[config.mk]
export PLATFORM = sky130hd
export DESIGN_NAME = abx_exec_unit
export DESIGN_NICKNAME = d
export VERILOG_FILES = /design/src/inc/abx_pkg.sv /design/src/inc/abx_alu_if.sv /design/src/hw/abx_exec_unit.sv /design/src/hw/abx_adder.sv /design/src/hw/abx_regfile.sv
export SDC_FILE = /design/constraint.sdc
export NUM_CORES = 1
export LEC_CHECK = 0
export BUFFER_PORTS_ARGS = -buffer_cell sky130_fd_sc_hd__buf_2
export CAP_MARGIN = 40
export CORE_MARGIN = 4
export CORE_UTILIZATION = 50
export CTS_BUF_LIST = sky130_fd_sc_hd__clkbuf_8
export DETAILED_ROUTE_END_ITERATION = 10
export GPL_ROUTABILITY_DRIVEN = 0
export PLACE_DENSITY = 0.67
export SLEW_MARGIN = 40
export SYNTH_ARGS = -nofsm -noshare
export SYNTH_HDL_FRONTEND = slang
export SYNTH_SLANG_ARGS = --single-unit
[constraint.sdc]
create_clock -name mclk -period 7.2 [get_ports mclk]
set_input_delay 1.08 -clock mclk [delete_from_list [all_inputs] [get_ports mclk]]
set_output_delay 1.08 -clock mclk [all_outputs]
set_load 0.1 [all_outputs]
[src/inc/abx_pkg.sv]
// Shared constants and types of the execute unit
package abx_pkg;

  // ****************************************
  // Sizes
  // ****************************************
  localparam int unsigned PC_BITS = 10;
  localparam int unsigned NREG = 32;
  localparam int unsigned RIX_W = 5;
  localparam int unsigned ADDR_W = 6;
  localparam int unsigned OFFS_W = 12;
  localparam int unsigned BYTE_MSB = 7;
  localparam int unsigned BYTE_CY = 8;
  localparam int unsigned NIB_CY = 4;
  localparam int unsigned WORD_MSB = 15;
  localparam int unsigned PCHI_LSB = 8;

  // ****************************************
  // Register port map
  // ****************************************
  localparam logic [5:0] A_FLAGS = 6'h20;
  localparam logic [5:0] A_PC_LO = 6'h21;
  localparam logic [5:0] A_PC_HI = 6'h22;

  // ****************************************
  // flags_byte bit positions and values
  // ****************************************
  localparam int unsigned FL_CARRY = 0;
  localparam int unsigned FL_NIL = 1;
  localparam int unsigned FL_MSB = 2;
  localparam int unsigned FL_WRAP = 3;
  localparam int unsigned FL_ORDER = 4;
  localparam int unsigned FL_HALF = 5;
  localparam int unsigned FL_USER = 6;
  localparam int unsigned FL_GIE = 7;
  localparam logic [7:0] BYTE_ONES = 8'hff;
  localparam logic [7:0] BYTE_ZERO = 8'h00;
  localparam logic [4:0] PTR_LO = 5'h1e;
  localparam logic [4:0] PTR_HI = 5'h1f;
  localparam logic [4:0] RIX_ONE = 5'h01;

  // ****************************************
  // Cycle counts and program counter steps
  // ****************************************
  localparam logic [1:0] CYC_ONE = 2'h1;
  localparam logic [1:0] CYC_TWO = 2'h2;
  localparam logic [1:0] CYC_THREE = 2'h3;
  localparam int unsigned PC_STEP = 1;
  localparam int unsigned SKIP_ONE = 2;
  localparam int unsigned SKIP_TWO = 3;

  // ****************************************
  // Types
  // ****************************************
  typedef enum logic {st_idle, st_busy} abx_phase_t;

  typedef enum logic [5:0] {
    nop_op, sum_op, sum_carry_op, word_plus_imm_op, word_minus_imm_op,
    minus_reg_op, minus_imm_op, borrow_minus_op, borrow_minus_imm_op,
    conj_op, conj_imm_op, disj_op, disj_imm_op, exclusive_disj_op,
    bits_on_op, bits_off_op, zero_sign_probe_op,
    rel_goto_op, ptr_goto_op, rel_sub_entry_op, ptr_sub_entry_op,
    equal_skip_op, cmp_reg_op, cmp_carry_op, cmp_imm_op,
    reg_bit_clear_skip_op, reg_bit_set_skip_op,
    io_bit_clear_skip_op, io_bit_set_skip_op,
    flag_set_branch_op, flag_clear_branch_op,
    zero_branch_op, nonzero_branch_op,
    carry_set_branch_op, carry_clear_branch_op,
    same_higher_branch_op, lower_branch_op,
    minus_branch_op, plus_branch_op,
    sgn_ge_branch_op, sgn_lt_branch_op,
    half_set_branch_op, half_clear_branch_op,
    user_set_branch_op, user_clear_branch_op,
    wrap_set_branch_op, wrap_clear_branch_op,
    int_on_branch_op, int_off_branch_op
  } abx_op_t;

endpackage

[src/inc/abx_alu_if.sv]
// Connection between the execute unit and its byte adder
interface abx_alu_if;
  logic [7:0] a;
  logic [7:0] b;
  logic cin;
  logic sub;
  logic [7:0] r;
  logic c;
  logic h;
  logic v;
  modport user (output a, b, cin, sub, input r, c, h, v);
  modport unit (input a, b, cin, sub, output r, c, h, v);
endinterface

[src/hw/abx_exec_unit.sv]
// Execute unit: arithmetic, logic, compares, skips, branches, calls
//
// Contract
// RL1: Add and add-with-carry update five flags, one cycle
// RL2: Word add/subtract immediate on pair, two cycles
// RL3: Subtract register or immediate, five flags, one cycle
// RL4: Subtract with borrow, same flags, one cycle
// RL5: And, or, xor: nil, msb, wrap only
// RL6: Set bits by or, clear bits by inverted mask
// RL7: Probe ands register with itself, flags only
// RL8: Pointer jump loads pc from pair three, two cycles
// RL9: Calls push return address, take three cycles
// RL10: Equal skip advances pc two or three
// RL11: Compares set five flags, store nothing
// RL12: Register bit skips on clear or set
// RL13: I/O bit skips on clear or set
// RL14: Flag branches test any flags_byte bit
// RL15: Carry branches test unsigned_borrow_out
// RL16: Same-or-higher and lower alias carry branches
// RL17: Signed branches test msb xor wrap
// RL18: Half-carry branches test low_nibble_carry
// RL19: User-bit branches test user_bool_flag
// RL20: Wrap and sign branches test their flags
// RL21: Interrupt and zero branches test their flags
// RL22: Thirty-two byte working registers feed the adder
// RL23: Skip steps over one- or two-word instruction
// RL24: False condition one cycle, true two, three for a skip over a two-word instruction
// RL25: Unlisted flags keep their previous values
//
// The implementer's own choices: the address map and strobed register access.
module abx_exec_unit
  import abx_pkg::*;
#(
  parameter int unsigned PC_W = PC_BITS
) (
  // Clock and reset
  input wire logic mclk,
  input wire logic rst_n,
  // Instruction issue
  input wire logic issue,
  input wire abx_op_t op,
  input wire logic [RIX_W-1:0] dst_ix,
  input wire logic [RIX_W-1:0] src_ix,
  input wire logic [7:0] imm,
  input wire logic [2:0] bit_sel,
  input wire logic signed [OFFS_W-1:0] jump_offset,
  input wire logic io_bit,
  input wire logic next_two_word,
  output logic busy,
  // Program flow and status
  output logic [PC_W-1:0] pc,
  output logic push_valid,
  output logic [PC_W-1:0] push_addr,
  output logic [7:0] flags_byte,
  // Register port
  input wire logic [ADDR_W-1:0] reg_addr,
  input wire logic [7:0] reg_wdata,
  input wire logic reg_wr,
  input wire logic reg_rd,
  output logic [7:0] reg_rdata
);

  // ****************************************
  // State
  // ****************************************
  typedef struct packed {
    abx_phase_t ph;
    logic [1:0] left;
    logic [PC_W-1:0] pc;
    logic [7:0] fl;
    logic hi_pend;
    logic [RIX_W-1:0] hi_ix;
    logic [7:0] hi_val;
    logic push;
    logic [PC_W-1:0] ret;
    logic rsel;
    logic [7:0] rmisc;
  } abx_exec_st_t;

  localparam abx_exec_st_t ST_RST = '0;
  localparam logic [PC_W-1:0] PC_ONE = PC_W'(PC_STEP);
  localparam logic [PC_W-1:0] PC_SK1 = PC_W'(SKIP_ONE);
  localparam logic [PC_W-1:0] PC_SK2 = PC_W'(SKIP_TWO);

  abx_exec_st_t s_q;
  abx_exec_st_t s_d;

  // ****************************************
  // Datapath signals
  // ****************************************
  logic rf_we;
  logic [RIX_W-1:0] rf_wa;
  logic [7:0] rf_wd;
  logic [RIX_W-1:0] rf_ra;
  logic [RIX_W-1:0] rf_rb;
  logic [7:0] rd_a;
  logic [7:0] rd_b;
  logic [7:0] rf_brd;
  logic is_ptr;
  logic is_word;
  logic use_imm;
  logic [7:0] opb;
  logic [15:0] word_in;
  logic [15:0] word_out;
  logic [7:0] lres;
  logic is_br;
  logic is_skip;
  logic cond;
  logic accept;
  logic [1:0] cyc;
  logic [7:0] f;
  logic [PC_W-1:0] rel_pc;

  abx_alu_if alu_bus ();

  abx_adder u_adder (
    .p (alu_bus)
  );

  // RL22
  abx_regfile #(
    .DEPTH (NREG),
    .AW (RIX_W)
  ) u_regs (
    .mclk (mclk),
    .rst_n (rst_n),
    .we (rf_we),
    .wa (rf_wa),
    .wd (rf_wd),
    .ra (rf_ra),
    .rb (rf_rb),
    .rd_a (rd_a),
    .rd_b (rd_b),
    .re (reg_rd),
    .raddr (reg_addr[RIX_W-1:0]),
    .rdata (rf_brd)
  );

  // ****************************************
  // Operand selection
  // ****************************************
  assign is_ptr = (op == ptr_goto_op) || (op == ptr_sub_entry_op);
  assign is_word = (op == word_plus_imm_op) || (op == word_minus_imm_op);
  assign use_imm = op inside {minus_imm_op, borrow_minus_imm_op,
                              conj_imm_op, disj_imm_op, bits_on_op,
                              bits_off_op, cmp_imm_op};
  assign rf_ra = is_ptr ? PTR_LO : dst_ix;
  assign rf_rb = is_ptr ? PTR_HI
               : is_word ? dst_ix + RIX_ONE : src_ix;
  assign opb = use_imm ? imm : rd_b;

  assign alu_bus.a = rd_a;
  assign alu_bus.b = opb;
  assign alu_bus.sub = !(op inside {sum_op, sum_carry_op}); // RL1 RL3
  assign alu_bus.cin = s_q.fl[FL_CARRY] // RL4
                       && (op inside {sum_carry_op, borrow_minus_op,
                                      borrow_minus_imm_op, cmp_carry_op});

  // Register pair is high:low; the immediate is zero extended
  assign word_in = {rd_b, rd_a};
  assign word_out = (op == word_minus_imm_op) // RL2
                  ? word_in - {BYTE_ZERO, imm}
                  : word_in + {BYTE_ZERO, imm};

  assign rel_pc = s_q.pc + PC_W'(jump_offset) + PC_ONE;

  // ****************************************
  // Logic results and conditions
  // ****************************************
  always_comb begin
    lres = rd_a & opb; // RL5
    is_br = 1'b1;
    is_skip = 1'b0;
    cond = 1'b0;
    unique case (op)
      disj_op, disj_imm_op, bits_on_op: lres = rd_a | opb; // RL5 RL6
      exclusive_disj_op: lres = rd_a ^ opb; // RL5
      bits_off_op: lres = rd_a & (BYTE_ONES - imm); // RL6
      zero_sign_probe_op: lres = rd_a & rd_a; // RL7
      default: lres = rd_a & opb;
    endcase
    unique case (op)
      flag_set_branch_op: cond = s_q.fl[bit_sel]; // RL14
      flag_clear_branch_op: cond = !s_q.fl[bit_sel]; // RL14
      zero_branch_op: cond = s_q.fl[FL_NIL]; // RL21
      nonzero_branch_op: cond = !s_q.fl[FL_NIL]; // RL21
      carry_set_branch_op, lower_branch_op:
        cond = s_q.fl[FL_CARRY]; // RL15 RL16
      carry_clear_branch_op, same_higher_branch_op:
        cond = !s_q.fl[FL_CARRY]; // RL15 RL16
      minus_branch_op: cond = s_q.fl[FL_MSB]; // RL20
      plus_branch_op: cond = !s_q.fl[FL_MSB]; // RL20
      sgn_ge_branch_op:
        cond = !(s_q.fl[FL_MSB] ^ s_q.fl[FL_WRAP]); // RL17
      sgn_lt_branch_op:
        cond = s_q.fl[FL_MSB] ^ s_q.fl[FL_WRAP]; // RL17
      half_set_branch_op: cond = s_q.fl[FL_HALF]; // RL18
      half_clear_branch_op: cond = !s_q.fl[FL_HALF]; // RL18
      user_set_branch_op: cond = s_q.fl[FL_USER]; // RL19
      user_clear_branch_op: cond = !s_q.fl[FL_USER]; // RL19
      wrap_set_branch_op: cond = s_q.fl[FL_WRAP]; // RL20
      wrap_clear_branch_op: cond = !s_q.fl[FL_WRAP]; // RL20
      int_on_branch_op: cond = s_q.fl[FL_GIE]; // RL21
      int_off_branch_op: cond = !s_q.fl[FL_GIE]; // RL21
      default: begin
        is_br = 1'b0;
        is_skip = 1'b1;
        unique case (op)
          equal_skip_op: cond = (rd_a == rd_b); // RL10
          reg_bit_clear_skip_op: cond = !rd_b[bit_sel]; // RL12
          reg_bit_set_skip_op: cond = rd_b[bit_sel]; // RL12
          io_bit_clear_skip_op: cond = !io_bit; // RL13
          io_bit_set_skip_op: cond = io_bit; // RL13
          default: is_skip = 1'b0;
        endcase
      end
    endcase
  end

  // ****************************************
  // Next state
  // ****************************************
  always_comb begin
    s_d = s_q;
    s_d.push = 1'b0;
    accept = issue && (s_q.ph == st_idle);
    cyc = CYC_ONE;
    f = s_q.fl; // RL25
    rf_we = 1'b0;
    rf_wa = dst_ix;
    rf_wd = alu_bus.r;

    if (accept) begin
      s_d.pc = s_q.pc + PC_ONE;
      unique case (op)
        sum_op, sum_carry_op, minus_reg_op, minus_imm_op,
        borrow_minus_op, borrow_minus_imm_op,
        cmp_reg_op, cmp_carry_op, cmp_imm_op: begin
          f[FL_CARRY] = alu_bus.c; // RL1 RL3 RL4 RL11
          f[FL_HALF] = alu_bus.h; // RL1 RL3 RL4 RL11
          f[FL_WRAP] = alu_bus.v; // RL1 RL3 RL4 RL11
          f[FL_MSB] = alu_bus.r[BYTE_MSB];
          f[FL_NIL] = (alu_bus.r == BYTE_ZERO);
          // RL11
          rf_we = !(op inside {cmp_reg_op, cmp_carry_op, cmp_imm_op});
        end
        conj_op, conj_imm_op, disj_op, disj_imm_op,
        exclusive_disj_op, bits_on_op, bits_off_op,
        zero_sign_probe_op: begin
          f[FL_NIL] = (lres == BYTE_ZERO); // RL5 RL6 RL7
          f[FL_MSB] = lres[BYTE_MSB]; // RL5 RL6 RL7
          f[FL_WRAP] = 1'b0; // RL5
          rf_wd = lres;
          rf_we = (op != zero_sign_probe_op); // RL7
        end
        word_plus_imm_op, word_minus_imm_op: begin
          f[FL_NIL] = (word_out == 16'h0000); // RL2
          f[FL_MSB] = word_out[WORD_MSB];
          if (op == word_plus_imm_op) begin
            f[FL_WRAP] = !word_in[WORD_MSB] && word_out[WORD_MSB];
            f[FL_CARRY] = word_in[WORD_MSB] && !word_out[WORD_MSB];
          end else begin
            f[FL_WRAP] = word_in[WORD_MSB] && !word_out[WORD_MSB];
            f[FL_CARRY] = !word_in[WORD_MSB] && word_out[WORD_MSB];
          end
          f[FL_ORDER] = f[FL_MSB] ^ f[FL_WRAP]; // RL2
          // Low byte now, high byte in the second cycle
          rf_we = 1'b1;
          rf_wd = word_out[7:0];
          s_d.hi_pend = 1'b1;
          s_d.hi_ix = rf_rb;
          s_d.hi_val = word_out[15:8];
          cyc = CYC_TWO; // RL2
        end
        rel_goto_op: begin
          s_d.pc = rel_pc;
          cyc = CYC_TWO;
        end
        ptr_goto_op: begin
          s_d.pc = PC_W'(word_in); // RL8
          cyc = CYC_TWO; // RL8
        end
        ptr_sub_entry_op, rel_sub_entry_op: begin
          s_d.pc = is_ptr ? PC_W'(word_in) : rel_pc; // RL9
          s_d.push = 1'b1; // RL9
          s_d.ret = s_q.pc + PC_ONE;
          cyc = CYC_THREE; // RL9
        end
        default: begin
          if (is_br && cond) begin
            s_d.pc = rel_pc; // RL14
            cyc = CYC_TWO; // RL24
          end else if (is_skip && cond) begin
            s_d.pc = s_q.pc + (next_two_word ? PC_SK2 : PC_SK1); // RL23
            cyc = next_two_word ? CYC_THREE : CYC_TWO; // RL24
          end
        end
      endcase
      s_d.fl = f;
      s_d.left = cyc - CYC_ONE;
      if (cyc != CYC_ONE) begin
        s_d.ph = st_busy;
      end
    end

    if (s_q.ph == st_busy) begin
      s_d.left = s_q.left - CYC_ONE;
      if (s_q.left == CYC_ONE) begin
        s_d.ph = st_idle;
      end
      if (s_q.hi_pend) begin
        rf_we = 1'b1;
        rf_wa = s_q.hi_ix;
        rf_wd = s_q.hi_val;
        s_d.hi_pend = 1'b0;
      end
    end

    // Software writes lose to the instruction in the same cycle
    if (reg_wr && !rf_we && (reg_addr < A_FLAGS)) begin
      rf_we = 1'b1;
      rf_wa = reg_addr[RIX_W-1:0];
      rf_wd = reg_wdata;
    end
    if (reg_wr && !accept && (s_q.ph == st_idle)) begin
      unique case (reg_addr)
        A_FLAGS: s_d.fl = reg_wdata;
        A_PC_LO: s_d.pc[7:0] = reg_wdata;
        A_PC_HI: s_d.pc[PC_W-1:PCHI_LSB] = reg_wdata[PC_W-1-PCHI_LSB:0];
        default: s_d.fl = s_q.fl;
      endcase
    end

    // Register port read, answered in the next cycle
    s_d.rsel = reg_rd && (reg_addr < A_FLAGS);
    s_d.rmisc = BYTE_ZERO;
    if (reg_rd) begin
      unique case (reg_addr)
        A_FLAGS: s_d.rmisc = s_q.fl;
        A_PC_LO: s_d.rmisc = s_q.pc[7:0];
        A_PC_HI: s_d.rmisc = 8'(s_q.pc >> PCHI_LSB);
        default: s_d.rmisc = BYTE_ZERO;
      endcase
    end
  end

  always_ff @(posedge mclk) begin
    if (!rst_n) begin
      s_q <= ST_RST;
    end else begin
      s_q <= s_d;
    end
  end

  // ****************************************
  // Outputs
  // ****************************************
  assign busy = (s_q.ph == st_busy);
  assign pc = s_q.pc;
  assign flags_byte = s_q.fl;
  assign push_valid = s_q.push;
  assign push_addr = s_q.ret;
  assign reg_rdata = s_q.rsel ? rf_brd : s_q.rmisc;

endmodule

[src/hw/abx_adder.sv]
// Byte adder and subtractor with carry, half carry and overflow
module abx_adder
  import abx_pkg::*;
(
  // Operands and results
  abx_alu_if.unit p
);

  logic [8:0] full;
  logic [4:0] low;

  always_comb begin
    if (p.sub) begin
      full = {1'b0, p.a} - {1'b0, p.b} - {8'h00, p.cin};
      low = {1'b0, p.a[3:0]} - {1'b0, p.b[3:0]} - {4'h0, p.cin};
    end else begin
      full = {1'b0, p.a} + {1'b0, p.b} + {8'h00, p.cin};
      low = {1'b0, p.a[3:0]} + {1'b0, p.b[3:0]} + {4'h0, p.cin};
    end
  end

  // In subtract mode the carry outputs read as borrows
  assign p.r = full[7:0];
  assign p.c = full[BYTE_CY];
  assign p.h = low[NIB_CY];
  assign p.v = (p.sub ? (p.a[BYTE_MSB] != p.b[BYTE_MSB])
                      : (p.a[BYTE_MSB] == p.b[BYTE_MSB]))
               && (full[BYTE_MSB] != p.a[BYTE_MSB]);

endmodule

[src/hw/abx_regfile.sv]
// Working register file: two operand ports and one registered port
module abx_regfile
  import abx_pkg::*;
#(
  parameter int unsigned DEPTH = NREG,
  parameter int unsigned AW = RIX_W
) (
  // Clock and reset
  input wire logic mclk,
  input wire logic rst_n,
  // Write port
  input wire logic we,
  input wire logic [AW-1:0] wa,
  input wire logic [7:0] wd,
  // Operand read ports
  input wire logic [AW-1:0] ra,
  input wire logic [AW-1:0] rb,
  output logic [7:0] rd_a,
  output logic [7:0] rd_b,
  // Registered read port
  input wire logic re,
  input wire logic [AW-1:0] raddr,
  output logic [7:0] rdata
);

  typedef struct packed {
    logic [DEPTH-1:0][7:0] mem;
    logic [7:0] rdata;
  } abx_rf_st_t;

  abx_rf_st_t s_q;
  abx_rf_st_t s_d;

  // Registered read sees the value before a same-cycle write
  always_comb begin
    s_d = s_q;
    if (we) begin
      s_d.mem[wa] = wd;
    end
    if (re) begin
      s_d.rdata = s_q.mem[raddr];
    end
  end

  always_ff @(posedge mclk) begin
    if (!rst_n) begin
      s_q <= '0;
    end else begin
      s_q <= s_d;
    end
  end

  assign rd_a = s_q.mem[ra];
  assign rd_b = s_q.mem[rb];
  assign rdata = s_q.rdata;

endmodule

# ---- Word level (Yosys, flattened, before mapping)
# Cells that the tools add are included.
dict set report totals {
  regBits 319
  output_inout_bits 38
  wordCells 264
  in_bits 60
}
dict set report classes {
  muxes 72
  n_reduce_logical 56
  n_eq_ne 59
  order_cmp 7
  n_bitwise 8
  add_sub_neg 18
}
# op n
set ops {}
lappend ops {{$bwmux W256} 1}
lappend ops {{$bmux W8 S5} 3}
lappend ops {{$eq A6 B6 Y1 const B} 20}
lappend ops {{$eq A6 B5 Y1 const B} 16}
lappend ops {{$mux W8} 11}
lappend ops {{$eq A6 B4 Y1 const B} 8}
lappend ops {{$mux W46} 1}
lappend ops {{$demux W8 S5} 1}
lappend ops {{$pmux W10 S4} 1}
lappend ops {{$mux W5} 7}
lappend ops {{$pmux W8 S2} 2}
lappend ops {{$pmux W8 S4} 1}
lappend ops {{$mux W10} 3}
lappend ops {{$and A8 B8 Y8} 3}
lappend ops {{$eq A6 B3 Y1 const B} 4}
lappend ops {{$lt A5 B6 Y1 const B} 4}
lappend ops {{$pmux W8 S3} 1}
lappend ops {{$mux W1} 22}
lappend ops {{$add A10 B1 Y10 const B} 2}
lappend ops {{$reduce_or A20 Y1} 1}
lappend ops {{$reduce_or A19 Y1} 1}
lappend ops {{$mux W18} 1}
lappend ops {{$pmux W1 S18} 1}
lappend ops {{$reduce_or A17 Y1} 1}
lappend ops {{other kinds (59)} 104}

# ---- Depth between registers and ports, before layout
# Gate-level depths: netlist of the first run.
dict set report depth {
  ltp_word 21
  mapped_depth 30
  depth_no_buf 26
}

# ---- Modules after synthesis
# A second synthesis of the first run with hierarchy kept.
dict set report unflattened {
  hier_cells 2508
  area_unflattened_um2 24135.6
}
# module n_inst seq_area_each_um2 cells_per_inst area_each_um2
set by_module_without_submodules {}
lappend by_module_without_submodules {abx_regfile 1 5285.1 1454 16326.9}
lappend by_module_without_submodules {abx_exec_unit 1 1101.1 920 6812.8}
lappend by_module_without_submodules {abx_adder 1 0.0 134 996.0}

# ---- Worst setup path after synthesis of the first run
# OpenSTA, ideal clock, no wires.
dict set report synth_timing {
  path_kind {input -> register}
  start {in op[0]}
  end {reg u_regs.s_q[215] (netlist name)}
  setup_ns 0.076
  path_buffers 3
  cell_stages 24
  t_arrival_ns 6.316
  setup_slack_ns 0.808
  required_ns 7.124
  cell_sequence {buf_6 nor4b_2 a21oi_2 a21oi_4 buf_4 mux2i_1 o22ai_1 nor4_2 mux2i_1 mux2i_1 inv_1 fa_1 inv_1 ha_1 a211o_1 a21o_1 a21o_1 a2111oi_0 a31oi_1 a31oi_1 a31o_2 buf_2 nand2_1 a21boi_0}
}
dict set report synth_via {
  elab_chain_cells 16
  word_cells_on_any_way 76
  cone_classes {6 x add/sub; 2 x order compare; 22 x eq/ne; 25 x mux; 5 x bitwise; 16 x reduce/logical}
}
# element line_no
set synth_lines {}
lappend synth_lines {{start, declared} abx_exec_unit.sv:41} ;# input wire abx_op_t op,
lappend synth_lines {{$eq A6 B2 Y1, or another cell as far along} {abx_exec_unit.sv:143, abx_exec_unit.sv:235}}
lappend synth_lines {{$logic_or A1 B1 Y1 / $reduce_bool A3 Y1 (equally long branches)} {abx_exec_unit.sv:143, abx_exec_unit.sv:245}}
lappend synth_lines {{$mux W5 / $logic_not A1 Y1 (equally long branches)} {abx_exec_unit.sv:149, abx_exec_unit.sv:245}}
lappend synth_lines {{$mux W5 / $pmux W1 S3 (equally long branches)} {abx_exec_unit.sv:148, abx_exec_unit.sv:235}}
lappend synth_lines {{$bmux W8 S5 / $mux W1 (equally long branches)} {abx_regfile.sv:54, abx_exec_unit.sv:233}}
lappend synth_lines {{$mux W8 (not written as such) / $mux W1 (equally long branches)} {abx_regfile.sv:54, abx_exec_unit.sv:311}}
lappend synth_lines {{$mux W8 / $mux W1 (equally long branches)} {abx_exec_unit.sv:150, abx_exec_unit.sv:306}}
lappend synth_lines {{$sub A8 B8 Y9, or another cell as far along} abx_adder.sv:14} ;# full = {1'b0, p.a} - {1'b0, p.b} - {8'h00, p.cin};
lappend synth_lines {{$sub A9 B1 Y9, or another cell as far along} abx_adder.sv:14}
lappend synth_lines {{$mux W9 / $logic_and A1 B1 Y1 (equally long branches)} {abx_adder.sv:13, abx_exec_unit.sv:320}}
lappend synth_lines {{$pmux W8 S2 / $mux W5 (equally long branches)} {abx_exec_unit.sv:235, abx_exec_unit.sv:320}}
lappend synth_lines {{$mux W8, or another cell as far along} abx_exec_unit.sv:233} ;# if (accept) begin
lappend synth_lines {{$mux W8 / $logic_and A1 B1 Y1 (equally long branches)} {abx_exec_unit.sv:311, abx_regfile.sv:38}}
lappend synth_lines {{$mux W8 (on tied branches)} {abx_exec_unit.sv:306, abx_regfile.sv:38}}
lappend synth_lines {{$mux W8 / $demux W8 S5 (equally long branches)} n/a}
lappend synth_lines {{$bwmux W256} abx_regfile.sv:38} ;# s_d.mem[wa] = wd;
lappend synth_lines {{end signal, assigned} abx_regfile.sv:47} ;# s_q <= '0;
lappend synth_lines {{end signal, assigned} abx_regfile.sv:49} ;# s_q <= s_d;
lappend synth_lines {{end, declared} abx_regfile.sv:31} ;# abx_rf_st_t s_q;
# Several ways; a longest one is shown, not always the timed one. The select of a mux whose other input is x is not followed.
# A chain may end at the register's enable or synchronous reset.

# ---- Worst setup path after layout of the first run
dict set report layout_timing {
  start {in op[5]}
  end {reg s_q (netlist bit flags_byte[1])}
}
dict set report layout_via {
  elab_chain_cells 15
  word_cells_on_any_way 60
  cone_classes {6 x add/sub; 21 x eq/ne; 15 x mux; 5 x bitwise; 13 x reduce/logical}
}
# element line_no
set layout_lines {}
lappend layout_lines {{$eq A6 B2 Y1 / $eq A6 B3 Y1 (equally long branches)} {abx_exec_unit.sv:143, abx_exec_unit.sv:235, abx_exec_unit.sv:161}}
lappend layout_lines {{$logic_or A1 B1 Y1} abx_exec_unit.sv:143} ;# assign is_word = (op == word_plus_imm_op) || (op == word_minus_imm_op);
lappend layout_lines {{$mux W5} abx_exec_unit.sv:149} ;# : is_word ? dst_ix + RIX_ONE : src_ix;
lappend layout_lines {{$mux W5} abx_exec_unit.sv:148} ;# assign rf_rb = is_ptr ? PTR_HI
lappend layout_lines {{$bmux W8 S5} abx_regfile.sv:54} ;# assign rd_b = s_q.mem[rb];
lappend layout_lines {{$mux W8 (not written as such)} abx_regfile.sv:54}
lappend layout_lines {{$mux W8} abx_exec_unit.sv:150} ;# assign opb = use_imm ? imm : rd_b;
lappend layout_lines {{$sub A8 B8 Y9 / $add A8 B8 Y9 (equally long branches)} {abx_adder.sv:14, abx_adder.sv:17}}
lappend layout_lines {{$sub A9 B1 Y9 / $add A9 B1 Y9 (equally long branches)} {abx_adder.sv:14, abx_adder.sv:17}}
lappend layout_lines {{$mux W9} abx_adder.sv:13} ;# if (p.sub) begin
lappend layout_lines {{$logic_not A8 Y1} abx_exec_unit.sv:243} ;# f[FL_NIL] = (alu_bus.r == BYTE_ZERO);
lappend layout_lines {{$pmux W3 S3 (*)} abx_exec_unit.sv:235} ;# unique case (op)
lappend layout_lines {{$mux W46 (*)} abx_exec_unit.sv:233}
lappend layout_lines {{$pmux W8 S2} abx_exec_unit.sv:326} ;# unique case (reg_addr)
lappend layout_lines {{$mux W18 (*)} abx_exec_unit.sv:325} ;# if (reg_wr && !accept && (s_q.ph == st_idle)) begin
lappend layout_lines {{end signal, assigned} abx_exec_unit.sv:349} ;# s_q <= ST_RST;
lappend layout_lines {{end signal, assigned} abx_exec_unit.sv:351} ;# s_q <= s_d;
lappend layout_lines {{end, declared} abx_exec_unit.sv:85} ;# abx_exec_st_t s_q;
# Mark *: on every way between the ends. The rest lies on a longest branch, timed or not. The select of a mux whose other input is x is not followed.

==> impl_metrics.ini, run 1 <==
[cts]
clkSinkCount = 319
cts_max_level = 2
clockRootBuffer = clkbuf_8
path_clk_slew_ns = 0.07
cts_resized = 0
cts_hold_buf = 0
clk_path_buf_depth = 3
clk_latency_ns = 0.67
numCtsBuffers = 56
cts_setup_buffers = 0
tritoncts = yes

[setup_path]
cp_slowest_cell = or4b_2
crit_top_cell = a21oi_1
r2r_end = flags_byte[1]$_SDFFE_PN0P_
rr_worst_depth = 22
worst-path-max-fanout = 14
crit_start = op[5]
reg2reg_slack_ns = 1.65
critPathMaxStageDelay_ns = 0.75
cp.required_ns = 7.81
critPathLaunchType = primary input
crit_path_end_kind = register
crit_path_end = flags_byte[1]$_SDFFE_PN0P_
worstSetupPathDepth = 24
cp_num_buf_inv = 3
path_class = primary input to register
crit_chain = buf_2 > or4b_2 > nor2_4 > buf_4 > buf_4 > a21oi_1 > o21ai_0 > o221ai_1 > mux2_2 > ha_1 > a21o_1 > a21oi_1 > o21ai_0 > a21oi_1 > o21bai_1 > a21oi_1 > nor2b_1 > o21a_1 > o41ai_1 > o21bai_1 > a21oi_1 > xor2_1 > nor4bb_1 > o211a_1
critPathTopFamily = compound AO/OA/AOI/OAI gates
timing.rr.start = u_regs.s_q[209]$_SDFFE_PN0P_
arrival_ns = 7.26

[hold_path]
hold_path_class = register to register

[run]
maxCapViolCount = 0

[placement]
dp_worst_setup_slack_ns = 0.102
dp_hpwl_mm = 69.0
port-buffer-count = 95
placed_cell_area_um2 = 25800

[timing]
rsz0062_at_grt = no
clock_skew_ns = 0.0242
worst_pin_slew_ns = 0.938
hold_violations = 0
timing.fmax_ghz = 0.151
slew_viol_final = 0
setup_tns_ns = 0
min_period_ns = 6.64
slew_headroom_pct = 37.5
setup_slack_ns = 0.556
setup_violations = 0
post-route-period-util_pct = 92.3

[routing]
drt_first_pass_iters = 7
vias_per_cell = 6.92
dr.first_iter.drc_count = 3867
ant_nets = 0
vias = 24700
routed_wl_mm = 94.9
wl_per_cell_um = 26.6
drc_errors = 0

[synth]
synth.top_cells.by_count = 319 x dfxtp_1, 303 x o21ai_0, 256 x a21oi_1, 247 x nand2_1, 221 x mux2i_1
yosysTopAreaCell = dfxtp_1
synthTopCellsByArea = dfxtp_1 27%, mux4_2 10%, mux2i_1 9.4%, o21ai_0 6.4%, a21oi_1 5.4%
yosys_most_used_dff = dfxtp_1
yosysSeqAreaShare_pct = 27.0
synth_top_area_share_pct = 27.0
synth_fp_nets = 2897
synth-edff-count = 0
netlist_area_um2 = 23600
syn_area_per_cell_um2 = 8.52
synth-async-reset-ratio_pct = 0
ys.warnings.count = 0
synth_cells = 2772
synth-seq-cells = 319
synthDistinctLibCells = 95
yosysMostFrequentCell = dfxtp_1

[power]
powerDensity_nw_per_um2 = 190
ir_drop_mv = 0.134
finalPower_uw = 5130
p_leak_uw = 0.0112

[cells_and_area]
finalInstanceArea_um2 = 27100
area_growth_syn_to_layout_pct = 14.5
nets = 3037
n_fill_cell = 4108
drive_above_1_share_pct = 20.7
multi_input_area_um2 = 15700
seqCellArea_um2 = 6390
fin_util_pct = 58.0

[grt]
grt_pass1_vias = 23000
grt_overflow = 0
antenna_found_initial = 3
grt_pass1_wl_mm = 141
grt_max_degree = 245
grt_usage_pct = 35.8

[floorplan]
die_h_um = 225
initial_core_util_pct = 50.6
die_area_um2 = 50800
num_rows = 79
core-area_um2 = 46700
die_w_um = 225
io_pins = 98

[status]
status = completed
==> kinds of logic (layout without fill, tap and decap cells) <==
| kind of cell | Yosys count | count (layout) | share of synthesized area (%) |
|---|---|---|---|
| DFF | 319 | 319 | 27.0 |
| AOI/OAI and AO/OA | 1001 | 1001 | 27.0 |
| and+or+nand+nor | 614 | 614 | 12.4 |
| buffers and inverters | 353 | 539 | 6.69 |
| other | 0 | 4 | 0 |
| xor gates and xnor gates | 67 | 67 | 2.52 |
| adders and majority gates | 66 | 66 | 3.68 |
| muxes | 352 | 352 | 20.7 |
==> registers in the layout, summed over array words and instances (netlist names) <==
| signal | cells |
|---|---|
| u_regs.rdata | 8 |
| pc | 10 |
| busy | 1 |
| u_regs.s_q | 256 |
| push_addr | 10 |
| s_q | 25 |
| flags_byte | 8 |
| push_valid | 1 |
==> cell type report <==
cell class,count,area share (%)
antenna,4,0.0370
clock buffer,75,3.82
clock inverter,29,0.745
inverter,91,1.26
multi-input combinational,2100,58.1
sequential,319,23.6
tap,607,2.81
timing repair buffer,344,9.59
==> per-stage QoR <==
step | hold slack, ns | instances
after floorplan | 0.444 | 2772
after global placement | 0.456 | 3460
after detailed placement | 0.467 | 3460
after CTS | 0.479 | 3564
after global routing | 0.499 | 3566
final | 0.478 | 3569
==> how the worst min path moves through the flow <==
stage | from | endpoint | slack [ns] | depth (start not counted)
3_5_place_dp | u_regs.rdata[6]$_SDFFE_PN0P_ | u_regs.rdata[6]$_SDFFE_PN0P_ | 0.47 | 1
6_report | s_q[23]$_SDFFE_PN0P_ | s_q[23]$_SDFFE_PN0P_ | 0.48 | 2
3_3_place_gp | u_regs.rdata[4]$_SDFFE_PN0P_ | u_regs.rdata[4]$_SDFFE_PN0P_ | 0.46 | 1
2_1_floorplan | s_q[20]$_SDFFE_PN0P_ | s_q[20]$_SDFFE_PN0P_ | 0.44 | 2
4_1_cts | s_q[23]$_SDFFE_PN0P_ | s_q[23]$_SDFFE_PN0P_ | 0.48 | 2
5_1_grt | s_q[21]$_SDFFE_PN0P_ | s_q[21]$_SDFFE_PN0P_ | 0.50 | 2
==> placed cells by master (no fill, tap or decap), drive strengths merged, types with 9 or more instances in the layout <==
master	netlist	final
buf	91	344
dfxtp	319	319
o21ai	312	312
a21oi	262	262
nand2	248	248
mux2i	221	221
nor2	137	137
mux4	106	106
inv	91	105
clkbuf	171	75
a21boi	63	63
o22ai	60	60
ha	59	59
o211a	57	57
nand3	46	46
xnor2	40	40
nor2b	38	38
nor3	37	37
xor2	27	27
o211ai	27	27
a211oi	26	26
mux2	25	25
o221ai	21	21
a21o	21	21
nor4	20	20
a2111oi	19	19
a31oi	19	19
a22oi	17	17
and3	13	13
nand2b	12	12
and2	12	12
o21a	11	11
a221oi	11	11
nor3b	11	11
clkinv	0	10
o32ai	9	9
a221o	9	9
==> report_power, final <==
group | leakage (uW) | total, uW | switching [uW] | internal, uW
Combinational | 0.00798 | 1460 | 916 | 540
Clock | 0.000684 | 1840 | 831 | 1010
Sequential | 0.00257 | 1840 | 43.0 | 1790
Total | 0.0112 | 5130 | 1790 | 3340
==> per-layer routing <==
layer / GRT usage (%) / wire length [um] / vias to the layer above
met5: 0 / 7 / -
met4: 22.5 / 7170 / 2
met3: 10.6 / 13100 / 446
met2: 52.3 / 39400 / 1928
met1: 46.5 / 35200 / 11700
li1: - / - / 10600
==> worst reg2reg max path, cell delays in order (launching register included) <==
cell and delay [ns]:
dfxtp_1 0.35, mux4_2 0.48, a2111oi_0 0.55, a2111oi_0 0.14, buf_4 0.18, a21o_1 0.20, buf_4 0.15, buf_4 0.16
fa_1 0.47, a21o_1 0.18, a21oi_1 0.23, o21ai_0 0.12, a21oi_1 0.23, o21bai_1 0.09, a21oi_1 0.25, nor2b_1 0.08
o21a_1 0.20, o41ai_1 0.43, o21bai_1 0.10, a21oi_1 0.20, xor2_1 0.19, nor4bb_1 0.34, o211a_1 0.18
No activity file was read; power rests on OpenSTA's default activity.
==> inputs of run 2 (changes only) <==
--- a/config.mk
+++ b/config.mk
@@ -9,7 +9,6 @@
 export CAP_MARGIN = 40
 export CORE_MARGIN = 4
 export CORE_UTILIZATION = 50
-export CTS_BUF_LIST = sky130_fd_sc_hd__clkbuf_8
 export DETAILED_ROUTE_END_ITERATION = 10
 export GPL_ROUTABILITY_DRIVEN = 0
 export PLACE_DENSITY = 0.67
==> run 2 against run 1 <==
Against the previous run:
- power grew 4.6%
- sequential power is essentially flat
- clock-buffer cell count fell by 28
- wire length is 0.17% higher
- worst hold slack improved by 0.0019 ns
- clock skew grew 0.0028 ns
- largest power group is now clock
- highest routed layer unchanged
==> impl_metrics.ini, run 2 (same netlist as run 1, synthesis figures left out) <==
[timing]
rsz0062_at_grt = no
post-route-period-util_pct = 93.1
slew_headroom_pct = 35.5
slew_viol_final = 0
hold_violations = 0
worst_pin_slew_ns = 0.968
setup_tns_ns = 0
setup_violations = 0
clock_skew_ns = 0.0269
min_period_ns = 6.70
hold_slack_ns = 0.479
timing.fmax_ghz = 0.149

[run]
maxCapViolCount = 0

[cells_and_area]
largestRegisters = u_regs.s_q (256), s_q (25)
largest_reg_flops = 256
nets = 3019
top_register = u_regs.s_q
drive_above_1_share_pct = 20.0
most-common-layout-cells = 319 x dfxtp_1, 303 x o21ai_0, 254 x a21oi_1
final_common_cell = dfxtp_1
area_growth_syn_to_layout_pct = 14.9
n_fill_cell = 4076

[grt]
grt_pass1_wl_mm = 141
grt_usage_pct = 35.8
grt_max_degree = 245
antenna_found_initial = 6
grt_overflow = 0
grt_pass1_vias = 23000

[cts]
clk_latency_ns = 0.57
path_clk_slew_ns = 0.06
clk_path_buf_depth = 3
tritoncts = yes
cts_setup_buffers = 0
clkSinkCount = 319
clockRootBuffer = clkbuf_16
numCtsBuffers = 37
cts_max_level = 2
cts_hold_buf = 0
cts_resized = 0

[floorplan]
die_h_um = 225
die_w_um = 225
die_area_um2 = 50800
io_pins = 98
num_rows = 79
core-area_um2 = 46700
initial_core_util_pct = 50.6

[routing]
ant_nets = 0
drc_errors = 0
vias_per_cell = 6.92
routed_wl_mm = 95.1
wl_per_cell_um = 26.9
dr.first_iter.drc_count = 4126
drt_first_pass_iters = 9
vias = 24400

[setup_path]
timing.rr.start = u_regs.s_q[233]$_SDFFE_PN0P_
crit_path_end_kind = register
worst-path-max-fanout = 14
arrival_ns = 7.21
reg2reg_slack_ns = 1.69
cp.required_ns = 7.70
critPathLaunchType = primary input
path_class = primary input to register
crit_start = op[5]

[placement]
port-buffer-count = 95
dp_hpwl_mm = 69.0

[hold_path]
min_from = s_q[27]$_SDFFE_PN0P_
hold_path_class = register to register

[power]
powerDensity_nw_per_um2 = 198
ir_drop_mv = 0.180
p_leak_uw = 0.0112

[status]
status = completed
[run 2: cell types whose count changed in the layout (fill, tap and decap cells not counted), moves of 2 or more]
| cell | change |
|---|---|
| clkinvlp_4 | -2 |
| inv_1 | -13 |
| clkbuf_8 | -68 |
| bufinv_16 | +5 |
| clkbuf_16 | +37 |
| clkbuf_1 | +3 |
[run 2: layout make-up]
type,count,area [um^2],share of cell area [%]
Multi-Input combinational cell,2100,15700,58.0
Sequential cell,319,6390,23.5
Timing Repair Buffer,345,2610,9.60
Clock buffer,47,1030,3.81
Tap cell,607,759,2.80
Inverter,91,342,1.26
Clock inverter,18,275,1.01
Antenna cell,3,7.51,0.0277
[run 2: power by group]
part / switching, uW / total, uW / internal, uW
clock: 807 / 2070 / 1270
combinational: 918 / 1460 / 540
sequential: 42.9 / 1840 / 1790
total: 1770 / 5370 / 3600
[run 2: through the flow]
stage	power (uW)	worst slack [ns]	instance area [um^2]	util [%]	instances
6_report	5370	0.499	27100	58.2	3530
3_3_place_gp	3250	0.0994	25800	55.2	3460
4_1_cts	5320	0.656	27100	58.0	3525
5_1_grt	5510	0.115	27100	58.2	3530
3_5_place_dp	3270	0.102	25800	55.2	3460
2_1_floorplan	2690	0.808	23600	-	2772
[run 2: layer usage]
metal	up-vias	track usage [%]	share of wire [%]
met1	11500	46.4	37
met2	1890	52.8	41
li1	10600	-	-
met4	4	22.3	7.9
met3	450	10.2	14
met5	-	0.380	0.022
[run 2: final timing paths]
kind | to | cells after the start
worst max-delay path | flags_byte[1]$_SDFFE_PN0P_ | 22
worst min-delay path | s_q[27]$_SDFFE_PN0P_ | 2
worst max register to register | flags_byte[1]$_SDFFE_PN0P_ | 22
worst min register to register | s_q[27]$_SDFFE_PN0P_ | 2
[run 2: worst max-delay path, stage by stage]
cell,delay (ns)
buf_2,0.14
or4b_2,0.75
nor2_4,0.16
buf_4,0.28
buf_4,0.30
a21oi_1,0.18
o21ai_0,0.37
o221ai_1,0.30
mux2_2,0.44
ha_1,0.37
o21ai_0,0.12
a21boi_0,0.23
o21ai_0,0.14
a21boi_0,0.27
buf_4,0.15
nor2_1,0.04
or4_1,0.52
or4_1,0.42
nor4_1,0.27
nand2b_1,0.09
nor4bb_1,0.37
o211a_1,0.17
